[config.mk]
export PLATFORM = sky130hd
export DESIGN_NAME = ppmc_cap
export DESIGN_NICKNAME = d
export VERILOG_FILES = /design/src/hdl/ppmc_pkg.sv /design/src/hdl/ppmc_wake_if.sv /design/src/hdl/ppmc_wake.sv /design/src/hdl/ppmc_cap.sv
export VERILOG_INCLUDE_DIRS = /design/src /design/src/hdl
export SDC_FILE = /design/constraint.sdc
export NUM_CORES = 1
export LEC_CHECK = 0
export BUFFER_PORTS_ARGS = -buffer_cell sky130_fd_sc_hd__buf_4
export CAP_MARGIN = 10
export CORE_MARGIN = 2
export CORE_UTILIZATION = 27
export DETAILED_ROUTE_END_ITERATION = 10
export GPL_ROUTABILITY_DRIVEN = 0
export PLACE_DENSITY = 0.85
export SLEW_MARGIN = 10
export SYNTH_ARGS = -nofsm -noshare
export SYNTH_HDL_FRONTEND = slang
export SYNTH_SLANG_ARGS = --single-unit
[constraint.sdc]
create_clock -name mclk -period 1.21 [get_ports mclk]
set_input_delay 0.242 -clock mclk [delete_from_list [all_inputs] [get_ports mclk]]
set_output_delay 0.242 -clock mclk [all_outputs]
set_load 0.005 [all_outputs]
[src/hdl/ppmc_defs.svh]
// Offsets, field positions, reset values and timing counts of the capability word.
`ifndef PPMC_DEFS_SVH
`define PPMC_DEFS_SVH

`define PPMC_CAP_OFFSET       8'h40
`define PPMC_CAP_RESET        32'hff820001
`define PPMC_CAP_LIST_EN_BIT  4
`define PPMC_WAKE_MSB         31
`define PPMC_WAKE_LSB         27
`define PPMC_WAKE_D3COLD_BIT  4
`define PPMC_D2_SUP_BIT       26
`define PPMC_D1_SUP_BIT       25
`define PPMC_AUX_MSB          24
`define PPMC_AUX_LSB          22
`define PPMC_DSI_BIT          21
`define PPMC_RSVD_BIT         20
`define PPMC_WAKE_CLK_BIT     19
`define PPMC_VER_MSB          18
`define PPMC_VER_LSB          16
`define PPMC_NEXT_MSB         15
`define PPMC_NEXT_LSB         8
`define PPMC_ID_MSB           7
`define PPMC_ID_LSB           0
`define PPMC_WAKE_RESET       5'h1f
`define PPMC_DSI_RESET        1'h0
`define PPMC_AUX_320MA        3'h6
`define PPMC_AUX_SELF         3'h0
`define PPMC_WAKE_CLK_NEEDED  1'h0
`define PPMC_VERSION          3'h2
`define PPMC_NEXT_PTR         8'h00
`define PPMC_CAP_ID           8'h01
`define PPMC_D3COLD_INDEX     3'h4
`define PPMC_READ_LATENCY     1

`endif

[src/hdl/ppmc_pkg.sv]
// Types shared by the power-management capability block.
package ppmc_pkg;

    typedef enum logic [1:0] {
        PPMC_IDLE   = 2'b01,
        PPMC_ANSWER = 2'b10
    } ppmc_rd_state_t;

    typedef logic [1:0] ppmc_pstate_t;
    typedef logic [4:0] ppmc_wake_mask_t;
    typedef logic [31:0] ppmc_word_t;

endpackage

[src/hdl/ppmc_wake_if.sv]
// Signals between the capability register and the wake output stage.
interface ppmc_wake_if;
    import ppmc_pkg::*;

    ppmc_wake_mask_t wake_state_support;
    logic [2:0]      state_index;
    logic            wake_pending;
    logic            wake_output_enable;
    logic            wake_event_out;

    modport cap (
        output wake_state_support,
        output state_index,
        output wake_pending,
        output wake_output_enable,
        input  wake_event_out
    );

    modport wake (
        input  wake_state_support,
        input  state_index,
        input  wake_pending,
        input  wake_output_enable,
        output wake_event_out
    );
endinterface

[src/hdl/ppmc_wake.sv]
// Wake output stage gated by the enable bit and the reported state support.
module ppmc_wake
    import ppmc_pkg::*;
(
    input  wire logic  mclk,
    input  wire logic  rst,
    ppmc_wake_if.wake  wk
);
    logic wake_q;
    logic next_wake_q;

    always_comb begin
        next_wake_q = wk.wake_output_enable & wk.wake_pending
                      & wk.wake_state_support[wk.state_index];
    end

    always_ff @(posedge mclk) begin
        if (rst) begin
            wake_q <= 1'b0;
        end else begin
            wake_q <= next_wake_q;
        end
    end

    assign wk.wake_event_out = wake_q;
endmodule

[src/hdl/ppmc_cap.sv]
// Read-only power-management capability word with its configuration read port.
`include "ppmc_defs.svh"

module ppmc_cap
    import ppmc_pkg::*;
(
    input  wire logic       mclk,
    input  wire logic       rst,
    input  wire logic [7:0] cfg_addr,
    input  wire logic       cfg_rd,
    input  wire logic       cfg_wr,
    input  wire logic [31:0] cfg_wdata,
    input  wire logic [31:0] config_command_status,
    output logic            cfg_claim,
    output logic            cfg_rdata_valid,
    output logic [31:0]     cfg_rdata,
    input  wire logic       aux_supply_detect,
    input  wire logic       in_d3cold,
    input  wire logic [1:0] power_state,
    input  wire logic       ee_load,
    input  wire logic [4:0] ee_wake_state_support,
    input  wire logic       ee_dsi,
    input  wire logic       wake_pending,
    input  wire logic       wake_output_enable,
    output logic            wake_event_out
);
    // Fields that the EEPROM may load; every other field but the aux current, which follows the reported D3cold wake bit, is constant.
    ppmc_wake_mask_t wake_state_support;
    ppmc_wake_mask_t next_wake_state_support;
    logic            dsi;
    logic            next_dsi;
    ppmc_rd_state_t  rd_state;
    ppmc_rd_state_t  next_rd_state;
    ppmc_word_t      rdata_q;
    ppmc_word_t      next_rdata_q;
    logic            hit;
    logic            rd_take;
    logic            unused_wdata;
    // Word as reported now, with the D3cold wake bit qualified by aux power.
    ppmc_wake_mask_t reported_mask;
    ppmc_word_t      live_word;

    ppmc_wake_if wk ();

    // Reported wake mask with the D3cold bit qualified by auxiliary power.
    function automatic ppmc_wake_mask_t reported_wake(input ppmc_wake_mask_t raw,
                                                      input logic aux);
        ppmc_wake_mask_t m;
        m = raw;
        m[`PPMC_WAKE_D3COLD_BIT] = raw[`PPMC_WAKE_D3COLD_BIT] & aux;
        return m;
    endfunction

    // Offset match qualified by the capability-list enable bit.
    function automatic logic cap_selected(input logic [7:0]  addr,
                                          input logic [31:0] ccs);
        logic sel;
        sel = (addr == `PPMC_CAP_OFFSET) & ccs[`PPMC_CAP_LIST_EN_BIT];
        return sel;
    endfunction

    // Auxiliary-current code for the reported D3cold wake support.
    function automatic logic [2:0] aux_current(input logic d3cold_wake);
        logic [2:0] code;
        // 110 is 320 mA, 000 self powered.
        if (d3cold_wake) begin
            code = `PPMC_AUX_320MA;
        end else begin
            code = `PPMC_AUX_SELF;
        end
        return code;
    endfunction

    // Slot of the wake mask that applies now: the power state, or D3cold when power is off.
    function automatic logic [2:0] state_index_of(input logic         d3cold,
                                                  input ppmc_pstate_t ps);
        logic [2:0] idx;
        if (d3cold) begin
            idx = `PPMC_D3COLD_INDEX;
        end else begin
            idx = {1'b0, ps};
        end
        return idx;
    endfunction

    // Assembles the capability word from its fields.
    function automatic ppmc_word_t cap_word(input ppmc_wake_mask_t wake,
                                            input logic            dsi_bit);
        ppmc_word_t w;
        w = 32'h0000_0000;
        w[`PPMC_WAKE_MSB:`PPMC_WAKE_LSB] = wake;
        w[`PPMC_D2_SUP_BIT] = 1'b1;
        w[`PPMC_D1_SUP_BIT] = 1'b1;
        w[`PPMC_AUX_MSB:`PPMC_AUX_LSB] = aux_current(wake[`PPMC_WAKE_D3COLD_BIT]);
        w[`PPMC_DSI_BIT] = dsi_bit;
        w[`PPMC_RSVD_BIT] = 1'b0;
        w[`PPMC_WAKE_CLK_BIT] = `PPMC_WAKE_CLK_NEEDED;
        w[`PPMC_VER_MSB:`PPMC_VER_LSB] = `PPMC_VERSION;
        w[`PPMC_NEXT_MSB:`PPMC_NEXT_LSB] = `PPMC_NEXT_PTR;
        w[`PPMC_ID_MSB:`PPMC_ID_LSB] = `PPMC_CAP_ID;
        return w;
    endfunction

    assign hit     = cap_selected(cfg_addr, config_command_status);
    // Only a read that hits starts an answer; writes end at the claim.
    assign rd_take = cfg_rd & hit;

    // Writes are claimed so the host completes them, and their data is dropped.
    assign cfg_claim    = (cfg_rd | cfg_wr) & hit;
    assign unused_wdata = ^cfg_wdata;

    // One reported mask feeds both the read word and the wake gate, so they agree.
    assign reported_mask = reported_wake(wake_state_support, aux_supply_detect);
    assign live_word     = cap_word(reported_mask, dsi);

    always_comb begin
        next_wake_state_support = wake_state_support;
        next_dsi                = dsi;
        if (ee_load) begin
            // A load outside D3cold still takes the initialization flag but keeps the mask.
            // EEPROM value taken in D3cold.
            if (in_d3cold) begin
                next_wake_state_support = ee_wake_state_support;
            end
            next_dsi = ee_dsi;
        end
        // no write path to the fields.
    end

    // hard reset value, soft reset not seen here.
    // Only the hard reset restores the word; there is no soft reset input to disturb it.
    always_ff @(posedge mclk) begin
        if (rst) begin
            wake_state_support <= `PPMC_WAKE_RESET;
            dsi                <= `PPMC_DSI_RESET;
        end else begin
            wake_state_support <= next_wake_state_support;
            dsi                <= next_dsi;
        end
    end

    // Read answer machine: a taken read is answered by a registered word one cycle later.
    always_comb begin
        next_rd_state = rd_state;
        next_rdata_q  = rdata_q;
        case (rd_state)
            PPMC_IDLE: begin
                if (rd_take) begin
                    next_rd_state = PPMC_ANSWER;
                    next_rdata_q  = live_word;
                end
            end
            PPMC_ANSWER: begin
                // A read arriving in the answer cycle is claimed but not answered.
                next_rd_state = PPMC_IDLE;
                next_rdata_q  = 32'h0000_0000;
            end
            default: begin
                // An unknown state code falls back to idle with an empty data bus.
                next_rd_state = PPMC_IDLE;
                next_rdata_q  = 32'h0000_0000;
            end
        endcase
    end

    always_ff @(posedge mclk) begin
        if (rst) begin
            rd_state <= PPMC_IDLE;
            rdata_q  <= 32'h0000_0000;
        end else begin
            rd_state <= next_rd_state;
            rdata_q  <= next_rdata_q;
        end
    end

    // The data bus reads zero outside the answer cycle.
    assign cfg_rdata_valid = (rd_state == PPMC_ANSWER);
    assign cfg_rdata       = rdata_q;

    // Signals handed to the wake output stage.
    assign wk.state_index        = state_index_of(in_d3cold, power_state);
    assign wk.wake_state_support = reported_mask;
    assign wk.wake_pending       = wake_pending;
    assign wk.wake_output_enable = wake_output_enable;
    assign wake_event_out        = wk.wake_event_out;

    // The wake output is registered, so it trails a change of the enable by one cycle.
    ppmc_wake ppmc_wake_i (
        .mclk (mclk),
        .rst  (rst),
        .wk   (wk.wake)
    );
endmodule

Yosys cells after proc, flatten, opt, wreduce, memory -nomap -nowiden
Cells that the tools add are included.
{"block": "totals", "regBits": 22, "latch_bits": 0, "ramBits": 0, "mem_bits_ro": 0, "out_inout_bits": 35, "wordCells": 23, "mem_count": 0}
{"block": "classes", "n_addsub": 0, "multipliers": 0, "n_div": 0, "magnitude_cmp": 1, "eq_ne": 3, "n_shift": 0, "mux": 4, "n_bitwise": 8, "reduce_logical": 2}
{"op": "$eq A8 B7 Y1 const B", "n": 1}
{"op": "$and A1 B1 Y1", "n": 6}
{"op": "$mux W3", "n": 2}
{"op": "$lt A3 B4 Y1 const B", "n": 1}
{"op": "$bmux W1 S3", "n": 1}
{"op": "$eq A2 B1 Y1 const B", "n": 1}
{"op": "$eq A2 B2 Y1 const B", "n": 1}
{"op": "$reduce_and A2 Y1", "n": 1}
{"op": "$reduce_or A2 Y1", "n": 1}
{"op": "$mux W1", "n": 1}
{"op": "$not A1 Y1", "n": 1}
{"op": "$or A1 B1 Y1", "n": 1}

Longest topological paths before layout
{"block": "logic_depth", "word_depth": 4, "depth_mapped": 4}

Cells and area by module
From an unflattened synthesis, not the netlist that was laid out.
{"block": "hier_totals", "hier_cells": 103, "area_unflattened_um2": 945.9}
{"module": "ppmc_cap", "n_inst": 1, "cells_per_inst": 94, "area_each_um2": 844.6, "seq_area_each_um2": 280.3}
{"module": "ppmc_wake", "n_inst": 1, "cells_per_inst": 9, "area_each_um2": 101.3, "seq_area_each_um2": 20.0}

Least setup slack after synthesis
Ideal clock, no wire load.
{"block": "synth_path", "path_kind": "input to register", "startpoint": "input cfg_addr[1]", "endpoint": "register rdata_q[21], in the netlist cfg_rdata[21]", "setup_time_ns": 0.125, "arrival_time_ns": 1.146, "setup_slack_ns": -0.061, "stages": 4, "path_buffers": 1, "path_cell_list": "or4b_1 -> buf_2 -> o31ai_1 -> a21oi_1"}
{"block": "synth_via", "elab_chain_cells": 3}
{"element": "from (decl)", "line": "ppmc_cap.sv:9", "source": "input wire logic [7:0] cfg_addr,"}
{"element": "$eq A8 B7 Y1 (no source line)"}
{"element": "$and A1 B1 Y1", "line": "ppmc_cap.sv:58", "source": "sel = (addr == `PPMC_CAP_OFFSET) & ccs[`PPMC_CAP_LIST_EN_BIT];"}
{"element": "$and A1 B1 Y1", "line": "ppmc_cap.sv:106", "source": "assign rd_take = cfg_rd & hit;"}
{"element": "to (signal assigned)", "line": "ppmc_cap.sv:172", "source": "rdata_q <= next_rdata_q;"}
{"element": "to (decl)", "line": "ppmc_cap.sv:34", "source": "ppmc_word_t rdata_q;"}
No other way between the ends.
A chain may end at the register's enable or synchronous reset.

Worst setup path after layout
{"block": "layout_path", "startpoint": "input cfg_addr[4]", "endpoint": "output cfg_claim"}
{"block": "layout_via", "elab_chain_cells": 3}
{"element": "$eq A8 B7 Y1 (no source line)"}
{"element": "$and A1 B1 Y1", "line": "ppmc_cap.sv:58"}
{"element": "$and A1 B1 Y1", "line": "ppmc_cap.sv:109", "source": "assign cfg_claim = (cfg_rd | cfg_wr) & hit;"}
{"element": "to (decl)", "line": "ppmc_cap.sv:14", "source": "output logic cfg_claim,"}
No other way between the ends.

==> PnR_summary.wiki <==
{| class="wikitable"
! Metric !! Value
|-
| Total Routing Usage GR || 10.97%
|-
| Path depth of the worst reg2reg path || 3
|-
| Fraction of final layout cells with drive strength greater than 1 || 45.07%
|-
| Leakage || 0.0005864 uW
|-
| Nets || 232
|-
| Warning count from the yosys run || 0
|-
| Clock skew || 0.005009 ns
|-
| Fraction of the yosys area taken by sequential cells || 34.43%
|-
| Die Y || 60.83 um
|-
| Pre-CTS worst setup slack || -0.2301 ns
|-
| Ant. Diodes || 0
|-
| Cell with the most instances after synthesis || sky130_fd_sc_hd__buf_4
|-
| Clock Latency Late Sink || 0.28 ns
|-
| Number of flops mapped to enable cells by yosys || 0
|-
| Initial Util || 28.57%
|-
| Number of setup violations in the final report || 1
|-
| TritonCTS clock tree || yes
|-
| Post-synthesis area per instance || 8.899 um2
|-
| Data required, critical path || 0.97 ns
|-
| Highest clock frequency the design can meet || 772.8 MHz
|-
| Crit Reg-Reg Endpoint || ppmc_wake_i.wk.wake_event_out
|-
| Number of flip-flops and latches in the synthesized netlist || 15
|-
| Slack of the worst reg-to-reg path || 0.06 ns
|-
| Setup total negative slack || -0.08404 ns
|-
| Starting DRT DRC Count || 19
|-
| Count of mapped cells out of synthesis || 98
|-
| Vias per inst || 4.306
|-
| Worst setup margin || -0.08404 ns
|-
| Worst ir drop on vdd || 0.0005708 V
|-
| Share of the clock period used by the worst path || 106.9%
|-
| R2R Path Start || wake_state_support[2]
|-
| Worst-case hold slack || 0.1824 ns
|-
| CTS buffer count || 3
|-
| Count of input and output buffers || 40
|-
| Avg WL per Cell || 10.74 um
|-
| Fraction of post-synthesis cell area in the top cell type by area || 34.43%
|-
| Pin count of the biggest net entering global routing || 10
|-
| Worst Setup End Kind || output port
|-
| Fillers || 331
|-
| Row Count || 20
|-
| Count of hold-fix buffers inserted at cts || 0
|-
| Wirelength, routed || 1998 um
|-
| Unrepaired setup endpoints after global routing || yes
|-
| Final Core Density || 40.86%
|-
| Capture point of the worst path || cfg_claim
|-
| Biggest area consumer among synthesized cells || sky130_fd_sc_hd__dfxtp_1
|-
| Biggest area contributors in the synthesized netlist || sky130_fd_sc_hd__dfxtp_1 (34%), sky130_fd_sc_hd__buf_4 (22%), sky130_fd_sc_hd__o31ai_1 (5.2%), sky130_fd_sc_hd__a211o_1 (5.0%), sky130_fd_sc_hd__nand4_1 (4.3%)
|-
| Die extent in x || 60.83 um
|-
| Commonest cells in the synthesized netlist || sky130_fd_sc_hd__buf_4 (26), sky130_fd_sc_hd__dfxtp_1 (15), sky130_fd_sc_hd__a21oi_1 (6), sky130_fd_sc_hd__nand4_1 (6), sky130_fd_sc_hd__o31ai_1 (6)
|-
| Longest Clk Path Bufs || 2
|-
| Number of iterations in the first detailed-routing pass || 4
|-
| Syn-to-layout area delta || 43.04%
|-
| Placed Instances || 180
|-
| Unique cell type count in the Yosys netlist || 26
|-
| Synthesized area || 872.1 um2
|-
| Post-route DRC || 0
|-
| Final hold violation count || 0
|-
| HPWL reported at the end of detailed placement || 1585 um
|-
| Total clock sinks || 15
|-
| Fraction of registers with async set/reset || 0%
|-
| Largest fanout on the critical path || 2
|-
| Violated checks || setup timing
|-
| Core area || 3053 um2
|-
| Number of standard cells in the final layout excluding fillers || 186
|-
| Vias after detailed routing || 801
|-
| Worst Setup Path Type || in -> out
|-
| Max Transition Viols Final || 0
|-
| Clock transition at the registers of the reported paths || 0.09 ns
|-
| Startpoint type of the worst setup path || input pin
|-
| Worst EP arrival || 1.05 ns
|-
| Number of max-cap violations || 0
|-
| Hold crit path type || in -> reg
|-
| Root Driver || sky130_fd_sc_hd__clkbuf_4
|-
| CTS H-tree depth || 1
|-
| Area of the die || 3700 um2
|-
| Cell Pwr Density || 793.3 nW/um2
|-
| Antenna violations before repair || 0
|-
| Final global-route overflow total || 0
|-
| ANT nets after route || 0
|-
| Run status || finished, violations left
|-
| Post-layout minimum cycle time || 1.294 ns
|-
| Min-delay src || rst
|-
| Number of top-level pins || 124
|-
| Dominant synthesized flop cell || sky130_fd_sc_hd__dfxtp_1
|-
| Wire length of the first global-routing pass || 3029 um
|-
| Start point of the critical path || cfg_addr[4]
|-
| Via count of the first global-routing pass || 702
|}
[kinds of logic (layout without fill, tap and decap cells)]
logic type,count (synthesis),in the layout,synth area share [%]
muxes,3,3,4.878
other,1,20,0.4300
AOI/OAI and AO/OA,17,17,13.63
DFF,15,15,34.43
buffers and inverters,31,56,24.82
and+or+nand+nor,31,31,21.81
[flip-flops by register name, summed over array words and instances (netlist names)]
| name | flops |
|---|---|
| wake_state_support | 5 |
| dsi | 1 |
| ppmc_wake_i.wk.wake_event_out | 1 |
| rd_state | 1 |
| cfg_rdata | 7 |
[per-layer routing]
layer,share of wire [%],track usage [%],vias up
li1,-,-,394
met1,47,14.29,358
met2,42,17.20,47
met3,10,4.691,2
met4,0.70,1.863,0
met5,0,0,-
[layout make-up]
cell class	instances	area, um2	area share (%)
Clock buffer	3	22.52	1.805
Timing Repair Buffer	51	390.4	31.29
Sequential cell	15	304.0	24.37
Tap cell	44	55.05	4.413
Multi-Input combinational cell	71	466.7	37.41
Inverter	1	3.754	0.3009
Clock inverter	1	5.005	0.4012
[worst max-delay path, cell delays in order]
cell,delay [ns]
sky130_fd_sc_hd__buf_6,0.09
sky130_fd_sc_hd__nor4bb_2,0.26
sky130_fd_sc_hd__buf_4,0.17
sky130_fd_sc_hd__nand3_4,0.06
sky130_fd_sc_hd__nor2_1,0.10
sky130_fd_sc_hd__buf_4,0.11
[where the power goes]
part           switching (uW)  internal (uW)  total [uW]
clock                     162            123         285
combinational            83.0            108         191
sequential               8.64            506         515
[per-stage QoR]
| stage | power, uW | cell area, um2 |
|---|---|---|
| after floorplan | 647.7 | 962.2 |
| after global placement | 702.8 | 1166 |
| after detailed placement | 706.1 | 1166 |
| after CTS | 1006 | 1215 |
| after global routing | 1051 | 1247 |
| final | 989.6 | 1247 |
[layout by cell type (no fill, tap or decap), types with 3 or more instances in the layout]
master / n
sky130_fd_sc_hd__buf_4: 49
sky130_fd_sc_hd__conb_1: 20
sky130_fd_sc_hd__dfxtp_1: 14
sky130_fd_sc_hd__o31ai_1: 6
sky130_fd_sc_hd__nand4_1: 6
sky130_fd_sc_hd__a21oi_1: 6
sky130_fd_sc_hd__nor2_1: 5
sky130_fd_sc_hd__and3_1: 5
sky130_fd_sc_hd__a211o_1: 5
sky130_fd_sc_hd__nand2_1: 3
sky130_fd_sc_hd__clkbuf_4: 3
[worst min path at each step]
stage	to	slack [ns]	cells past startpoint
4_1_cts	ppmc_wake_i.wk.wake_event_out	0.17	2
3_5_place_dp	wake_state_support[4]	0.44	1
3_3_place_gp	wake_state_support[4]	0.43	1
6_report	dsi	0.18	2
5_1_grt	ppmc_wake_i.wk.wake_event_out	0.18	2
2_1_floorplan	ppmc_wake_i.wk.wake_event_out	0.36	2
[what timing repair did]
item,in CTS,in global routing
resized for setup,4,5
setup buffers,1,1
pin swaps,3,2
setup endpoints to repair,2,2
(Power assumes the default switching activity.)
